==> config.mk <==
export PLATFORM = sky130hd
export DESIGN_NAME = mrb_ctrl
export DESIGN_NICKNAME = d
export VERILOG_FILES = /design/src/core/mrb_pkg.sv /design/src/core/mrb_ctrl.sv /design/src/core/mrb_lfsr.sv
export VERILOG_INCLUDE_DIRS = /design/src /design/src/core
export SDC_FILE = /design/constraint.sdc
export NUM_CORES = 1
export LEC_CHECK = 0
export BUFFER_PORTS_ARGS = -buffer_cell sky130_fd_sc_hd__buf_2
export CORE_MARGIN = 2
export CORE_UTILIZATION = 40
export DETAILED_ROUTE_END_ITERATION = 6
export GPL_ROUTABILITY_DRIVEN = 0
export REMOVE_ABC_BUFFERS = 1
export SETUP_SLACK_MARGIN = 0.3
export SKIP_CTS_REPAIR_TIMING = 1
export SYNTH_ARGS = -nofsm -noshare
export SYNTH_HDL_FRONTEND = slang
export SYNTH_SLANG_ARGS = --single-unit
==> constraint.sdc <==
create_clock -name ref_clk -period 6.15 [get_ports ref_clk]
set_clock_uncertainty 0.1 [all_clocks]
set_input_delay 1.23 -clock ref_clk [delete_from_list [all_inputs] [get_ports ref_clk]]
set_output_delay 1.23 -clock ref_clk [all_outputs]
set_load 0.02 [all_outputs]
==> src/core/mrb_consts.svh <==
// Offsets, field positions, reset values and timing counts of the retry block.
// How it works
// - A set single-attempt bit at position 10 allows one attempt per frame.
// - In single-attempt mode a collision drops the frame with a retry error.
// - Otherwise a frame gets up to 16 attempts, erroring only after the last.
// - A set pad-strip bit at position 8 removes pad when length is below 46.
// - A frame whose pad is removed also loses its frame check sequence.
// - Frames with a length field of 46 or more pass whole, FCS kept.
// - With pad-strip clear every received frame passes whole.
// - After a collision the MAC waits r slot times, r below 2**K; sel is 7:6.
// - K is the frame's current retry count, capped at 10.
// - The random value comes from a free-running 20-bit LFSR.
// - The low K LFSR bits load a backoff counter that counts slots to zero.
// - The backoff-limit selector caps the number of LFSR bits used at 10, 8, 4 or 1, never raising it above K.
`ifndef MRB_CONSTS_SVH
`define MRB_CONSTS_SVH

// Register byte addresses.
`define MRB_ADDR_CTRL 8'h00
`define MRB_ADDR_IRQ_ST 8'h04
`define MRB_ADDR_IRQ_MASK 8'h08
`define MRB_ADDR_STATE 8'h0c

// Control register field positions.
`define MRB_SINGLE_BIT 10
`define MRB_PAD_BIT 8
`define MRB_BOLIM_HI 7
`define MRB_BOLIM_LO 6

// Interrupt status bit positions.
`define MRB_IRQ_TX_OK 0
`define MRB_IRQ_RETRY_ERR 1
`define MRB_IRQ_PAD_STRIP 2
`define MRB_IRQ_COLL 3
`define MRB_IRQ_W 4

// Reset values.
`define MRB_CTRL_RST 32'h0000_0000
`define MRB_MASK_RST 4'h0

// Retry, backoff and frame figures.
`define MRB_LFSR_W 20
`define MRB_LFSR_SEED 20'h0_0001
`define MRB_K_MAX 10
`define MRB_MAX_ATT 16
`define MRB_MIN_LEN 46
`define MRB_HDR_LEN 14
`define MRB_LEN_HI_IDX 12
`define MRB_LEN_LO_IDX 13

// Slot time of 512 bit times at 10 Mb/s, and the clock period.
`define MRB_SLOT_NS 51200
`define MRB_CLK_NS 50
`define MRB_SLOT_CYC (`MRB_SLOT_NS / `MRB_CLK_NS)

`endif

==> src/core/mrb_pkg.sv <==
// Types shared by the retry, backoff and pad-strip block.
package mrb_pkg;

   // Transmit retry state machine, one-hot.
   typedef enum logic [2:0]
   {
      ST_IDLE = 3'b001,
      ST_SEND = 3'b010,
      ST_WAIT = 3'b100
   } mrb_tx_st_t;

   // Backoff-limit selector encodings.
   typedef enum logic [1:0]
   {
      BL_10 = 2'b00,
      BL_8 = 2'b01,
      BL_4 = 2'b10,
      BL_1 = 2'b11
   } mrb_bolim_t;

endpackage

==> src/core/mrb_ctrl.sv <==
// Transmit retry and backoff control with receive pad and FCS stripping.
`timescale 1ns/1ps
`include "mrb_consts.svh"

module mrb_ctrl
   import mrb_pkg::*;
(
   // Clock and asynchronous reset.
   input wire logic ref_clk,
   input wire logic rst_n,
   // Register port.
   input wire logic [7:0] reg_addr,
   input wire logic [31:0] reg_wdata,
   input wire logic reg_wr,
   input wire logic reg_rd,
   output logic [31:0] reg_rdata,
   // Transmit queue side.
   input wire logic tx_req,
   output logic tx_go,
   output logic tx_done,
   output logic tx_retry_err,
   // Media side reports of the attempt in flight.
   input wire logic tx_end,
   input wire logic phy_col,
   // Received byte stream in.
   input wire logic rx_valid,
   input wire logic rx_sof,
   input wire logic rx_eof,
   input wire logic [7:0] rx_data,
   // Received byte stream to the host.
   output logic rxo_valid,
   output logic rxo_sof,
   output logic rxo_eof,
   output logic [7:0] rxo_data,
   // Interrupt.
   output logic irq
);

   // Number of LFSR bits allowed by the backoff-limit selector.
   function automatic logic [3:0] lim_bits(input logic [1:0] sel);
      logic [3:0] n;
      n = 4'h0;
      unique case (mrb_bolim_t'(sel))
         BL_10: n = 4'ha;
         BL_8: n = 4'h8;
         BL_4: n = 4'h4;
         BL_1: n = 4'h1;
      endcase
      return n;
   endfunction

   // Mask of the low n bits of the random source.
   function automatic logic [9:0] low_mask(input logic [3:0] n);
      logic [9:0] m;
      m = 10'h000;
      for (int i = 0; i < 10; i++)
         m[i] = (4'(i) < n);
      return m;
   endfunction

   // Reset release through two flip-flops.
   logic rst_a_r;
   logic rst_sn;

   always_ff @(posedge ref_clk or negedge rst_n)
   begin
      if (!rst_n)
      begin
         rst_a_r <= 1'b0;
         rst_sn <= 1'b0;
      end
      else
      begin
         rst_a_r <= 1'b1;
         rst_sn <= rst_a_r;
      end
   end

   // Collision pin synchroniser; only the second stage is used.
   logic col_a_r;
   logic col_s_r;

   always_ff @(posedge ref_clk or negedge rst_sn)
   begin
      if (!rst_sn)
      begin
         col_a_r <= 1'b0;
         col_s_r <= 1'b0;
      end
      else
      begin
         col_a_r <= phy_col;
         col_s_r <= col_a_r;
      end
   end

   // Registers.
   logic [31:0] ctrl_r;
   logic [`MRB_IRQ_W-1:0] ist_r;
   logic [`MRB_IRQ_W-1:0] ist_nxt;
   logic [`MRB_IRQ_W-1:0] imask_r;
   logic [`MRB_IRQ_W-1:0] ev;
   logic single_attempt_ctl;
   logic rx_pad_strip_en;
   logic [1:0] backoff_limit_sel;

   assign single_attempt_ctl = ctrl_r[`MRB_SINGLE_BIT];
   assign rx_pad_strip_en = ctrl_r[`MRB_PAD_BIT];
   assign backoff_limit_sel = ctrl_r[`MRB_BOLIM_HI:`MRB_BOLIM_LO];

   // Only the documented control bits are writable; the rest read zero.
   always_ff @(posedge ref_clk or negedge rst_sn)
   begin
      if (!rst_sn)
         ctrl_r <= `MRB_CTRL_RST;
      else if (reg_wr && reg_addr == `MRB_ADDR_CTRL)
      begin
         ctrl_r <= 32'h0000_0000;
         ctrl_r[`MRB_SINGLE_BIT] <= reg_wdata[`MRB_SINGLE_BIT];
         ctrl_r[`MRB_PAD_BIT] <= reg_wdata[`MRB_PAD_BIT];
         ctrl_r[`MRB_BOLIM_HI:`MRB_BOLIM_LO] <=
            reg_wdata[`MRB_BOLIM_HI:`MRB_BOLIM_LO];
      end
   end

   // Interrupt mask register.
   always_ff @(posedge ref_clk or negedge rst_sn)
   begin
      if (!rst_sn)
         imask_r <= `MRB_MASK_RST;
      else if (reg_wr && reg_addr == `MRB_ADDR_IRQ_MASK)
         imask_r <= reg_wdata[`MRB_IRQ_W-1:0];
   end

   // Sticky status: a read clears it, but an event in that same cycle wins.
   assign ist_nxt = ((reg_rd && reg_addr == `MRB_ADDR_IRQ_ST) ?
      {`MRB_IRQ_W{1'b0}} : ist_r) | ev;

   always_ff @(posedge ref_clk or negedge rst_sn)
   begin
      if (!rst_sn)
      begin
         ist_r <= {`MRB_IRQ_W{1'b0}};
         irq <= 1'b0;
      end
      else
      begin
         ist_r <= ist_nxt;
         irq <= |(ist_nxt & imask_r);
      end
   end

   // Random source.
   logic [`MRB_LFSR_W-1:0] rnd;

   mrb_lfsr u_lfsr
   (
      .clk(ref_clk),
      .rst_n(rst_sn),
      .value(rnd)
   );

   // Transmit retry state.
   mrb_tx_st_t st_r;
   logic [4:0] att_r;
   logic [9:0] bo_r;
   logic [10:0] slot_cnt_r;
   logic slot_tick;
   logic [3:0] k_val;
   logic [3:0] use_bits;
   logic coll;
   logic give_up;

   // The exponent follows the retries so far, never above ten.
   assign k_val = (att_r > 5'(`MRB_K_MAX)) ? 4'(`MRB_K_MAX) : att_r[3:0];
   // The selector may only shorten the draw, never lengthen it.
   assign use_bits = (lim_bits(backoff_limit_sel) < k_val) ?
      lim_bits(backoff_limit_sel) : k_val;
   assign coll = (st_r == ST_SEND) && col_s_r;
   assign give_up = single_attempt_ctl ||
      (att_r == 5'(`MRB_MAX_ATT));

   // Slot divider restarts with each backoff so the first slot is whole.
   always_ff @(posedge ref_clk or negedge rst_sn)
   begin
      if (!rst_sn)
         slot_cnt_r <= 11'h000;
      else if (st_r != ST_WAIT || slot_tick)
         slot_cnt_r <= 11'h000;
      else
         slot_cnt_r <= slot_cnt_r + 11'h001;
   end

   assign slot_tick = (slot_cnt_r == 11'(`MRB_SLOT_CYC - 1));

   // Attempt sequencing: send, and on collision back off or drop.
   always_ff @(posedge ref_clk or negedge rst_sn)
   begin
      if (!rst_sn)
      begin
         st_r <= ST_IDLE;
         att_r <= 5'h00;
         bo_r <= 10'h000;
         tx_go <= 1'b0;
         tx_done <= 1'b0;
         tx_retry_err <= 1'b0;
      end
      else
      begin
         tx_go <= 1'b0;
         tx_done <= 1'b0;
         tx_retry_err <= 1'b0;
         unique case (st_r)
            ST_IDLE:
            begin
               if (tx_req)
               begin
                  st_r <= ST_SEND;
                  att_r <= 5'h01;
                  tx_go <= 1'b1;
               end
            end
            ST_SEND:
            begin
               // A collision beats a clean end reported in the same cycle.
               if (col_s_r)
               begin
                  if (give_up)
                  begin
                     st_r <= ST_IDLE;
                     att_r <= 5'h00;
                     tx_done <= 1'b1;
                     tx_retry_err <= 1'b1;
                  end
                  else
                  begin
                     st_r <= ST_WAIT;
                     bo_r <= rnd[9:0] & low_mask(use_bits);
                  end
               end
               else if (tx_end)
               begin
                  st_r <= ST_IDLE;
                  att_r <= 5'h00;
                  tx_done <= 1'b1;
               end
            end
            ST_WAIT:
            begin
               if (bo_r == 10'h000)
               begin
                  st_r <= ST_SEND;
                  att_r <= att_r + 5'h01;
                  tx_go <= 1'b1;
               end
               else if (slot_tick)
                  bo_r <= bo_r - 10'h001;
            end
         endcase
      end
   end

   // Receive pad stripping; the length field sits at bytes 12 and 13.
   logic [10:0] rx_cnt_r;
   logic [10:0] idx;
   logic [7:0] len_hi_r;
   logic [15:0] len_now;
   logic strip_r;
   logic strip_now;
   logic [15:0] keep_r;
   logic [15:0] keep_now;
   logic dead_r;
   logic keep_byte;
   logic last_kept;
   logic pad_ev;

   assign idx = rx_sof ? 11'h000 : rx_cnt_r;
   assign len_now = {len_hi_r, rx_data};

   // Decide at the low length byte; nothing earlier is pad.
   always_comb
   begin
      strip_now = strip_r;
      keep_now = keep_r;
      if (idx == 11'(`MRB_LEN_LO_IDX))
      begin
         strip_now = rx_pad_strip_en &&
            (len_now < 16'(`MRB_MIN_LEN));
         keep_now = len_now + 16'(`MRB_HDR_LEN);
      end
   end

   // Pad and FCS go together: everything past the payload is dropped.
   assign keep_byte = !dead_r &&
      (!strip_now || {5'h00, idx} < keep_now);
   assign last_kept = rx_eof ||
      (strip_now && {5'h00, idx} == keep_now - 16'h0001);
   assign pad_ev = rx_valid && !dead_r && strip_now && !rx_eof &&
      ({5'h00, idx} == keep_now - 16'h0001);

   // Per-frame byte position and strip decision.
   always_ff @(posedge ref_clk or negedge rst_sn)
   begin
      if (!rst_sn)
      begin
         rx_cnt_r <= 11'h000;
         len_hi_r <= 8'h00;
         strip_r <= 1'b0;
         keep_r <= 16'h0000;
         dead_r <= 1'b0;
      end
      else if (rx_valid)
      begin
         rx_cnt_r <= idx + 11'h001;
         if (idx == 11'(`MRB_LEN_HI_IDX))
            len_hi_r <= rx_data;
         strip_r <= strip_now;
         keep_r <= keep_now;
         if (rx_sof)
            dead_r <= 1'b0;
         if (keep_byte && last_kept && !rx_eof)
            dead_r <= 1'b1;
         if (rx_eof)
         begin
            strip_r <= 1'b0;
            dead_r <= 1'b0;
         end
      end
   end

   // Host-side stream, one cycle behind the input.
   always_ff @(posedge ref_clk or negedge rst_sn)
   begin
      if (!rst_sn)
      begin
         rxo_valid <= 1'b0;
         rxo_sof <= 1'b0;
         rxo_eof <= 1'b0;
         rxo_data <= 8'h00;
      end
      else
      begin
         rxo_valid <= rx_valid && keep_byte;
         rxo_sof <= rx_valid && keep_byte && rx_sof;
         rxo_eof <= rx_valid && keep_byte && last_kept;
         rxo_data <= rx_data;
      end
   end

   // Events that feed the sticky status.
   always_comb
   begin
      ev = {`MRB_IRQ_W{1'b0}};
      ev[`MRB_IRQ_TX_OK] = (st_r == ST_SEND) && !col_s_r && tx_end;
      ev[`MRB_IRQ_RETRY_ERR] = coll && give_up;
      ev[`MRB_IRQ_PAD_STRIP] = pad_ev;
      ev[`MRB_IRQ_COLL] = coll;
   end

   // Read data stands in the cycle after the strobe only.
   always_ff @(posedge ref_clk or negedge rst_sn)
   begin
      if (!rst_sn)
         reg_rdata <= 32'h0000_0000;
      else if (reg_rd)
      begin
         unique case (reg_addr)
            `MRB_ADDR_CTRL: reg_rdata <= ctrl_r;
            `MRB_ADDR_IRQ_ST: reg_rdata <= {28'h000_0000, ist_r};
            `MRB_ADDR_IRQ_MASK: reg_rdata <= {28'h000_0000, imask_r};
            `MRB_ADDR_STATE:
               reg_rdata <= {13'h0000, bo_r, 1'b0, att_r, st_r};
            default: reg_rdata <= 32'h0000_0000;
         endcase
      end
      else
         reg_rdata <= 32'h0000_0000;
   end

endmodule

==> src/core/mrb_lfsr.sv <==
// Free-running 20-bit pseudo-random source for the collision backoff.
`timescale 1ns/1ps
`include "mrb_consts.svh"

module mrb_lfsr
   import mrb_pkg::*;
(
   // Clock and reset.
   input wire logic clk,
   input wire logic rst_n,
   // Current value.
   output logic [`MRB_LFSR_W-1:0] value
);

   logic [`MRB_LFSR_W-1:0] lfsr_r;
   logic fb;

   // Taps 20 and 17 give a maximal sequence; the all-zero lock is avoided
   // by the nonzero seed.
   assign fb = lfsr_r[19] ^ lfsr_r[16];

   // Shifts every cycle so that the draw depends on collision timing.
   always_ff @(posedge clk or negedge rst_n)
   begin
      if (!rst_n)
         lfsr_r <= `MRB_LFSR_SEED;
      else
         lfsr_r <= {lfsr_r[`MRB_LFSR_W-2:0], fb};
   end

   assign value = lfsr_r;

endmodule

* Word level (Yosys, flattened, before mapping)
Index checks and enable logic that the tools add are counted.
** Operators by class
- $add $sub $neg :: 6
- Multipliers :: 0
- Divide/modulo/power cells :: 0
- $lt $le $gt $ge :: 14
- Eq/ne operators :: 23
- Shifts and indexed selects :: 0
- Mux-type cells :: 40
- Bitwise logic cells :: 4
- Reduce and logical (&&, ||, !) cells :: 38
** Operators with widths (number)
- one-hot mux 19 bit (4 select lines) :: 1
- 2-to-1 mux 10 bit :: 4
- 2-to-1 mux 32 bit :: 1
- 2-to-1 mux 5 bit :: 5
- adder 11 x 1 -> 11 bit (second input constant) :: 2
- == test 11 x 4 -> 1 bit (second input constant) :: 2
- 2-to-1 mux 11 bit :: 2
- one-hot mux 10 bit (2 select lines) :: 1
- logical AND 1 bit :: 19
- adder 16 x 4 -> 16 bit (second input constant) :: 1
- == test 11 x 16 -> 1 bit :: 1
- == test 8 x 4 -> 1 bit (second input constant) :: 2
- < comparator 11 x 16 -> 1 bit :: 1
- < comparator 16 x 6 -> 1 bit (second input constant) :: 1
- < comparator 3 x 4 -> 1 bit (first input constant) :: 4
- 2-to-1 mux 16 bit :: 1
- one-hot mux 4 bit (4 select lines) :: 1
- subtractor 16 x 1 -> 16 bit (second input constant) :: 1
- 2-to-1 mux 3 bit :: 5
- one-hot mux 5 bit (3 select lines) :: 1
- 2-to-1 mux 1 bit :: 13
- 2-to-1 mux 4 bit :: 3
- != test 2 bit (second input constant) :: 6
- == test 11 x 10 -> 1 bit (second input constant) :: 1
- 33 further kinds :: 46
** Storage, ports and cells
- Flip-flop bits (word level) :: 149
- Latch bits :: 0
- Bits in writable memories :: 0
- Bits in read-only memories :: 0
- Input bits :: 58
- Output and inout port bits :: 47
- Word-level logic and storage cells :: 151
- Memories :: 0

* Logic depth before layout (Yosys ltp)
- Depth after elaboration :: 11
- Gate-level depth with buffers :: 19
- Mapped depth without buffers :: 16

* By module
Synthesis repeated with hierarchy kept, for this count alone.
** Unflattened totals
- Cell total of the unflattened synthesis :: 759
- Area total of the unflattened synthesis :: 7362.1 µm²
** Modules (own cells, without submodules)
- mrb_ctrl :: instances 1, cells an instance 738, area each 6851.6 µm², seq. area each 2904.0 µm²
- mrb_lfsr :: instances 1, cells an instance 21, area each 510.5 µm², seq. area each 501.7 µm²

* Worst setup path after synthesis
Ideal clock, no wire load.
- Kind :: in2reg
- Start point :: input port rx_sof
- End point :: register irq
- Library setup time :: 0.092 ns
- Arrival :: 5.146 ns
- Required time :: 5.958 ns
- Path slack :: 0.812 ns
- Stages :: 18
- Buffers on the path :: 4
- Cell sequence :: clkbuf_1 > nand2b_1 > inv_1 > ha_1 > buf_1 > nand4_1 > clkbuf_1 > mux2i_1 > ha_1 > clkbuf_1 > xnor2_1 > nand3b_1 > a311oi_1 > o2111ai_1 > a2111oi_2 > o2111ai_1 > or4_1 > o31ai_2
** Between the ends
- Word-level cells in the longest chain between the ends :: 9
- Elaborated cells between the ends (all ways) :: 12
- Those cells by class :: 1 x add/sub; 2 x eq/ne; 3 x mux; 2 x bitwise; 4 x reduce/logical
** Ends and longest elaborated chain
- from (decl) :: RTL line mrb_ctrl.sv:27 : input wire logic rx_sof,
- 2-to-1 mux 11 bit * :: RTL line mrb_ctrl.sv:277 : assign idx = rx_sof ? 11'h000 : rx_cnt_r;
- == test 11 x 4 -> 1 bit :: RTL line mrb_ctrl.sv:285 : if (idx == 11'(`MRB_LEN_LO_IDX))
- 2-to-1 mux 16 bit / 2-to-1 mux 1 bit (equally long branches) :: RTL line mrb_ctrl.sv:285
- subtractor 16 x 1 -> 16 bit / logical AND 1 bit (equally long branches) :: RTL line mrb_ctrl.sv:299, mrb_ctrl.sv:298
- == test 11 x 16 -> 1 bit / logical AND 1 bit (equally long branches) :: RTL line mrb_ctrl.sv:299, mrb_ctrl.sv:298
- logical AND 1 bit * :: RTL line mrb_ctrl.sv:298 : assign pad_ev = rx_valid && !dead_r && strip_now && !rx_eof &&
- bitwise OR 4 bit * :: RTL line mrb_ctrl.sv:136 : assign ist_nxt = ((reg_rd && reg_addr == `MRB_ADDR_IRQ_ST) ?
- AND 4 bit * :: RTL line mrb_ctrl.sv:149 : irq <= |(ist_nxt & imask_r);
- OR reduction 4 bit * :: RTL line mrb_ctrl.sv:149
- to (signal assigned) :: RTL line mrb_ctrl.sv:149
- to (decl) :: RTL line mrb_ctrl.sv:36 : output logic irq
Every way passes the cells marked *; elsewhere a longest branch is shown, timed or not.
A chain may end at the register's enable or synchronous reset.

* Final worst setup path
Same ends and word-level chain as after synthesis.

==> impl_metrics.tcl <==
set metrics [dict create \
    outcome "finished, final reports clean" \
    final_max_slew_viol_count 0 \
    io_buffer_count 67 \
    h-tree-depth 4 \
    boundaryPins 105 \
    endpoint_kind "register" \
    p_sw_frac 0.338 \
    path_clk_slew_ns 0.06 \
    fmax_ghz 0.208 \
    netlist_area_um2 7440 \
    postRouteWirelength_um 17000 \
    p_int_uw 1880 \
    hold_path.class "reg -> reg" \
    cts.path.max_buffers 2 \
    worstMarginPinSlew_ns 1.00 \
    setup_ws_ns 1.34 \
    syn_to_final_growth_pct 14.3 \
    reg2regPathDepth 12 \
    row_count 49 \
    p_sw_uw 960 \
    maxCapViolCount 0 \
    fin_util 0.470 \
    firstDrtPassIters 5 \
    worstSetupPathType "in -> reg" \
    diodes 0 \
    nFillCells 1720 \
    tritoncts "done" \
    clk_latency_ns 0.41 \
    fin_tns_setup_ns 0 \
    synth.lib_cells_used.distinct 80 \
    via_count 5751 \
    dieArea_um2 19700 \
    place_inst 1030 \
    slowest_stage "or4_1" \
    powerDensity_nw_per_um2 334 \
    die_w_um 140 \
    min_period_over_period 0.781 \
    seq_area_um2 3410 \
    leakage_uw 0.00379 \
    die_y_um 140 \
    multiInputGateArea_um2 3720 \
    whs_endpoint "u_lfsr.value[11]$_DFF_PN0_" \
    worst_r2r_startpoint "rx_cnt_r[7]$_DFFE_PN0P_" \
    finalNetCount 903 \
    finalHoldViolations 0 \
    start_util 0.411 \
    avgSynthCellArea_um2 9.79 \
    r2r_slack_ns 1.37 \
    ys_seq_area_frac 0.458 \
    syn_inst 760 \
    worst_ep_arrival_time_ns 5.03 \
    ir_drop_mv 0.203 \
    antenna_found_initial 0 \
    start_kind "primary input" \
    worstHoldPathCells 0 \
    dp_hpwl_um 12100 \
    grt_max_degree 71 \
    crit_fanout 11 \
    hold_start "u_lfsr.value[10]$_DFF_PN0_" \
    setup_viol 0 \
    cts_sinks 136 \
    p_comb_frac 0.254 \
    drc 0 \
    ys_async_sr_fraction 1.00 \
    critPathMaxStageDelay_ns 0.50 \
    rsz0062_at_grt "no" \
    vias_per_cell 5.42 \
    place_worst_setup_slack_ns 0.901 \
    dr.first_iter.drc_count 366 \
    ant_nets 0 \
    min_period_ns 4.81 \
    ys_ff_latch 136 \
    grt_util_all_layers 0.179 \
    pwr-share-clk 0.350 \
    synth_edf_count 0 \
    pwr-share-seq 0.396 \
    grt-ovfl-total 0 \
    cts_made_buffers 17 \
    slew_headroom 0.326 \
    synth_top_flop_cell "dfrtp_1" \
    clockRootBuffer "clkbuf_16" \
    cp.required_ns 6.38 \
    r2r_end "irq$_DFF_PN0_" \
    drive_above_1_share 0.178 \
    instances_no_fill 1062 \
    grt_pass1_wl_um 28300 \
    yosys_warnings 0 \
    cp_cell_sequence "buf_2, nand2b_1, inv_1, ha_1, nand4_1, a21oi_1, ha_1, xnor2_1, nand3b_1, a311oi_1, o2111ai_1, a2111oi_2, o2111ai_1, or4_1, o31ai_2" \
    grt_pass1_vias 5536 \
    drt-wirelength-per-cell_um 16.0 \
    core_um2 18100 \
]
-- final cells by class --
type / count / share of cell area
timing repair buffer: 75 / 0.0465
sequential: 136 / 0.401
tap: 229 / 0.0337
inverter: 32 / 0.0141
multi-input combinational: 558 / 0.437
clock buffer: 18 / 0.0504
clock inverter: 14 / 0.0174
-- cells by family (layout without fill, tap and decap cells) --
| group | after synthesis | count (layout) | share of synthesized area |
|---|---|---|---|
| and+or+nand+nor | 280 | 280 | 0.200 |
| AOI/OAI and AO/OA | 168 | 168 | 0.156 |
| DFF | 136 | 136 | 0.458 |
| buffers and inverters | 78 | 139 | 0.0486 |
| xor gates and xnor gates | 37 | 37 | 0.0454 |
| muxes | 34 | 34 | 0.0499 |
| adders and majority gates | 25 | 25 | 0.0420 |
| other | 2 | 14 | 0.00101 |
-- cells in the final DEF (no fill, tap or decap), drive strengths merged, types with 9 or more instances in the layout --
cell type,instances
nand2,55
a21oi,31
conb,14
inv,36
nor2,61
clkbuf,18
and2,14
ha,25
mux2,25
xor2,11
nand3,26
nand2b,14
nor2b,12
dfrtp,134
mux2i,9
nor3,26
a31oi,13
o21ai,41
or3,12
buf,75
or4,9
a41oi,10
nor4,14
xnor2,25
-- metal layers --
layer	GRT usage	part of all wire	up-vias
li1	-	-	2852
met1	0.242	0.48	2750
met2	0.289	0.46	132
met3	0.0400	0.041	17
met4	0.0553	0.015	0
met5	0	0	-
-- how the worst max path moves through the flow --
stage	end	slack [ns]	startpoint	depth (start not counted)
6_report	irq$_DFF_PN0_	1.34	rx_sof	15
5_1_grt	irq$_DFF_PN0_	1.02	rx_sof	15
4_1_cts	irq$_DFF_PN0_	1.34	rx_sof	15
3_5_place_dp	irq$_DFF_PN0_	0.90	rx_sof	15
3_3_place_gp	irq$_DFF_PN0_	0.92	rx_sof	15
2_1_floorplan	irq$_DFF_PN0_	0.81	rx_sof	12
-- stage by stage --
stage | hold WS, ns | power [uW] | area (um2)
2_1_floorplan | 0.231 | 1640 | 7240
3_3_place_gp | 0.234 | 1850 | 7930
3_5_place_dp | 0.238 | 1860 | 7930
4_1_cts | 0.246 | 2870 | 8510
5_1_grt | 0.256 | 3020 | 8510
6_report | 0.246 | 2840 | 8510
-- critical path: cells and delay by family --
family / cells / cell delay, ns
adder cells (fa/ha/maj): 2 / 0.44
buffers and inverters: 2 / 0.29
AO/OA/AOI/OAI: 6 / 1.75
AND/OR/NAND/NOR: 4 / 1.18
XOR/XNOR: 1 / 0.13
-- registers in the layout (all words and copies together), names as in the netlist, 5 cells and up --
| register | count |
|---|---|
| u_lfsr.value | 20 |
| reg_rdata | 19 |
| keep_r | 16 |
| rx_cnt_r | 11 |
| slot_cnt_r | 11 |
| bo_r | 10 |
| len_hi_r | 8 |
| rxo_data | 8 |
| att_r | 5 |
-- power groups by stage --
| stage | clock (uW) | sequential [uW] | combinational, uW |
|---|---|---|---|
| after CTS | 1020 | 1130 | 722 |
| after global placement | 0 | 1140 | 703 |
| after global routing | 1070 | 1150 | 803 |
| after detailed placement | 0 | 1140 | 716 |
| after floorplan | 0 | 1120 | 524 |
| final | 996 | 1130 | 723 |
-- synthesized netlist by cell type (4+ instances only) --
cell | number | area, um2
a211oi_1 | 7 | 52.6
o21ai_0 | 38 | 190
or4_1 | 8 | 60.1
nand2b_1 | 14 | 87.6
nand4_1 | 8 | 50.1
a21o_1 | 5 | 37.5
nand3b_1 | 5 | 37.5
a22oi_1 | 4 | 30.0
nand3_1 | 26 | 130
xnor2_1 | 25 | 219
ha_1 | 25 | 313
buf_4 | 13 | 97.6
clkbuf_1 | 24 | 90.1
o2111ai_1 | 4 | 35.0
dfrtp_1 | 134 | 3350
o311ai_0 | 4 | 35.0
mux2i_1 | 9 | 90.1
nor4_1 | 12 | 75.1
buf_2 | 4 | 20.0
o31ai_1 | 6 | 45.0
and2_1 | 14 | 87.6
and3_1 | 5 | 31.3
or2_2 | 4 | 25.0
a21oi_1 | 31 | 155
nor2b_1 | 12 | 75.1
a41oi_1 | 9 | 78.8
inv_1 | 31 | 116
o21a_1 | 6 | 45.0
nor2_1 | 61 | 229
o211ai_1 | 8 | 60.1
mux2_2 | 25 | 282
nand2_1 | 55 | 206
or3_1 | 12 | 75.1
xor2_1 | 11 | 96.3
nor3_1 | 26 | 130
a31oi_1 | 12 | 75.1
Note: power is estimated with default switching activity, not from simulation.
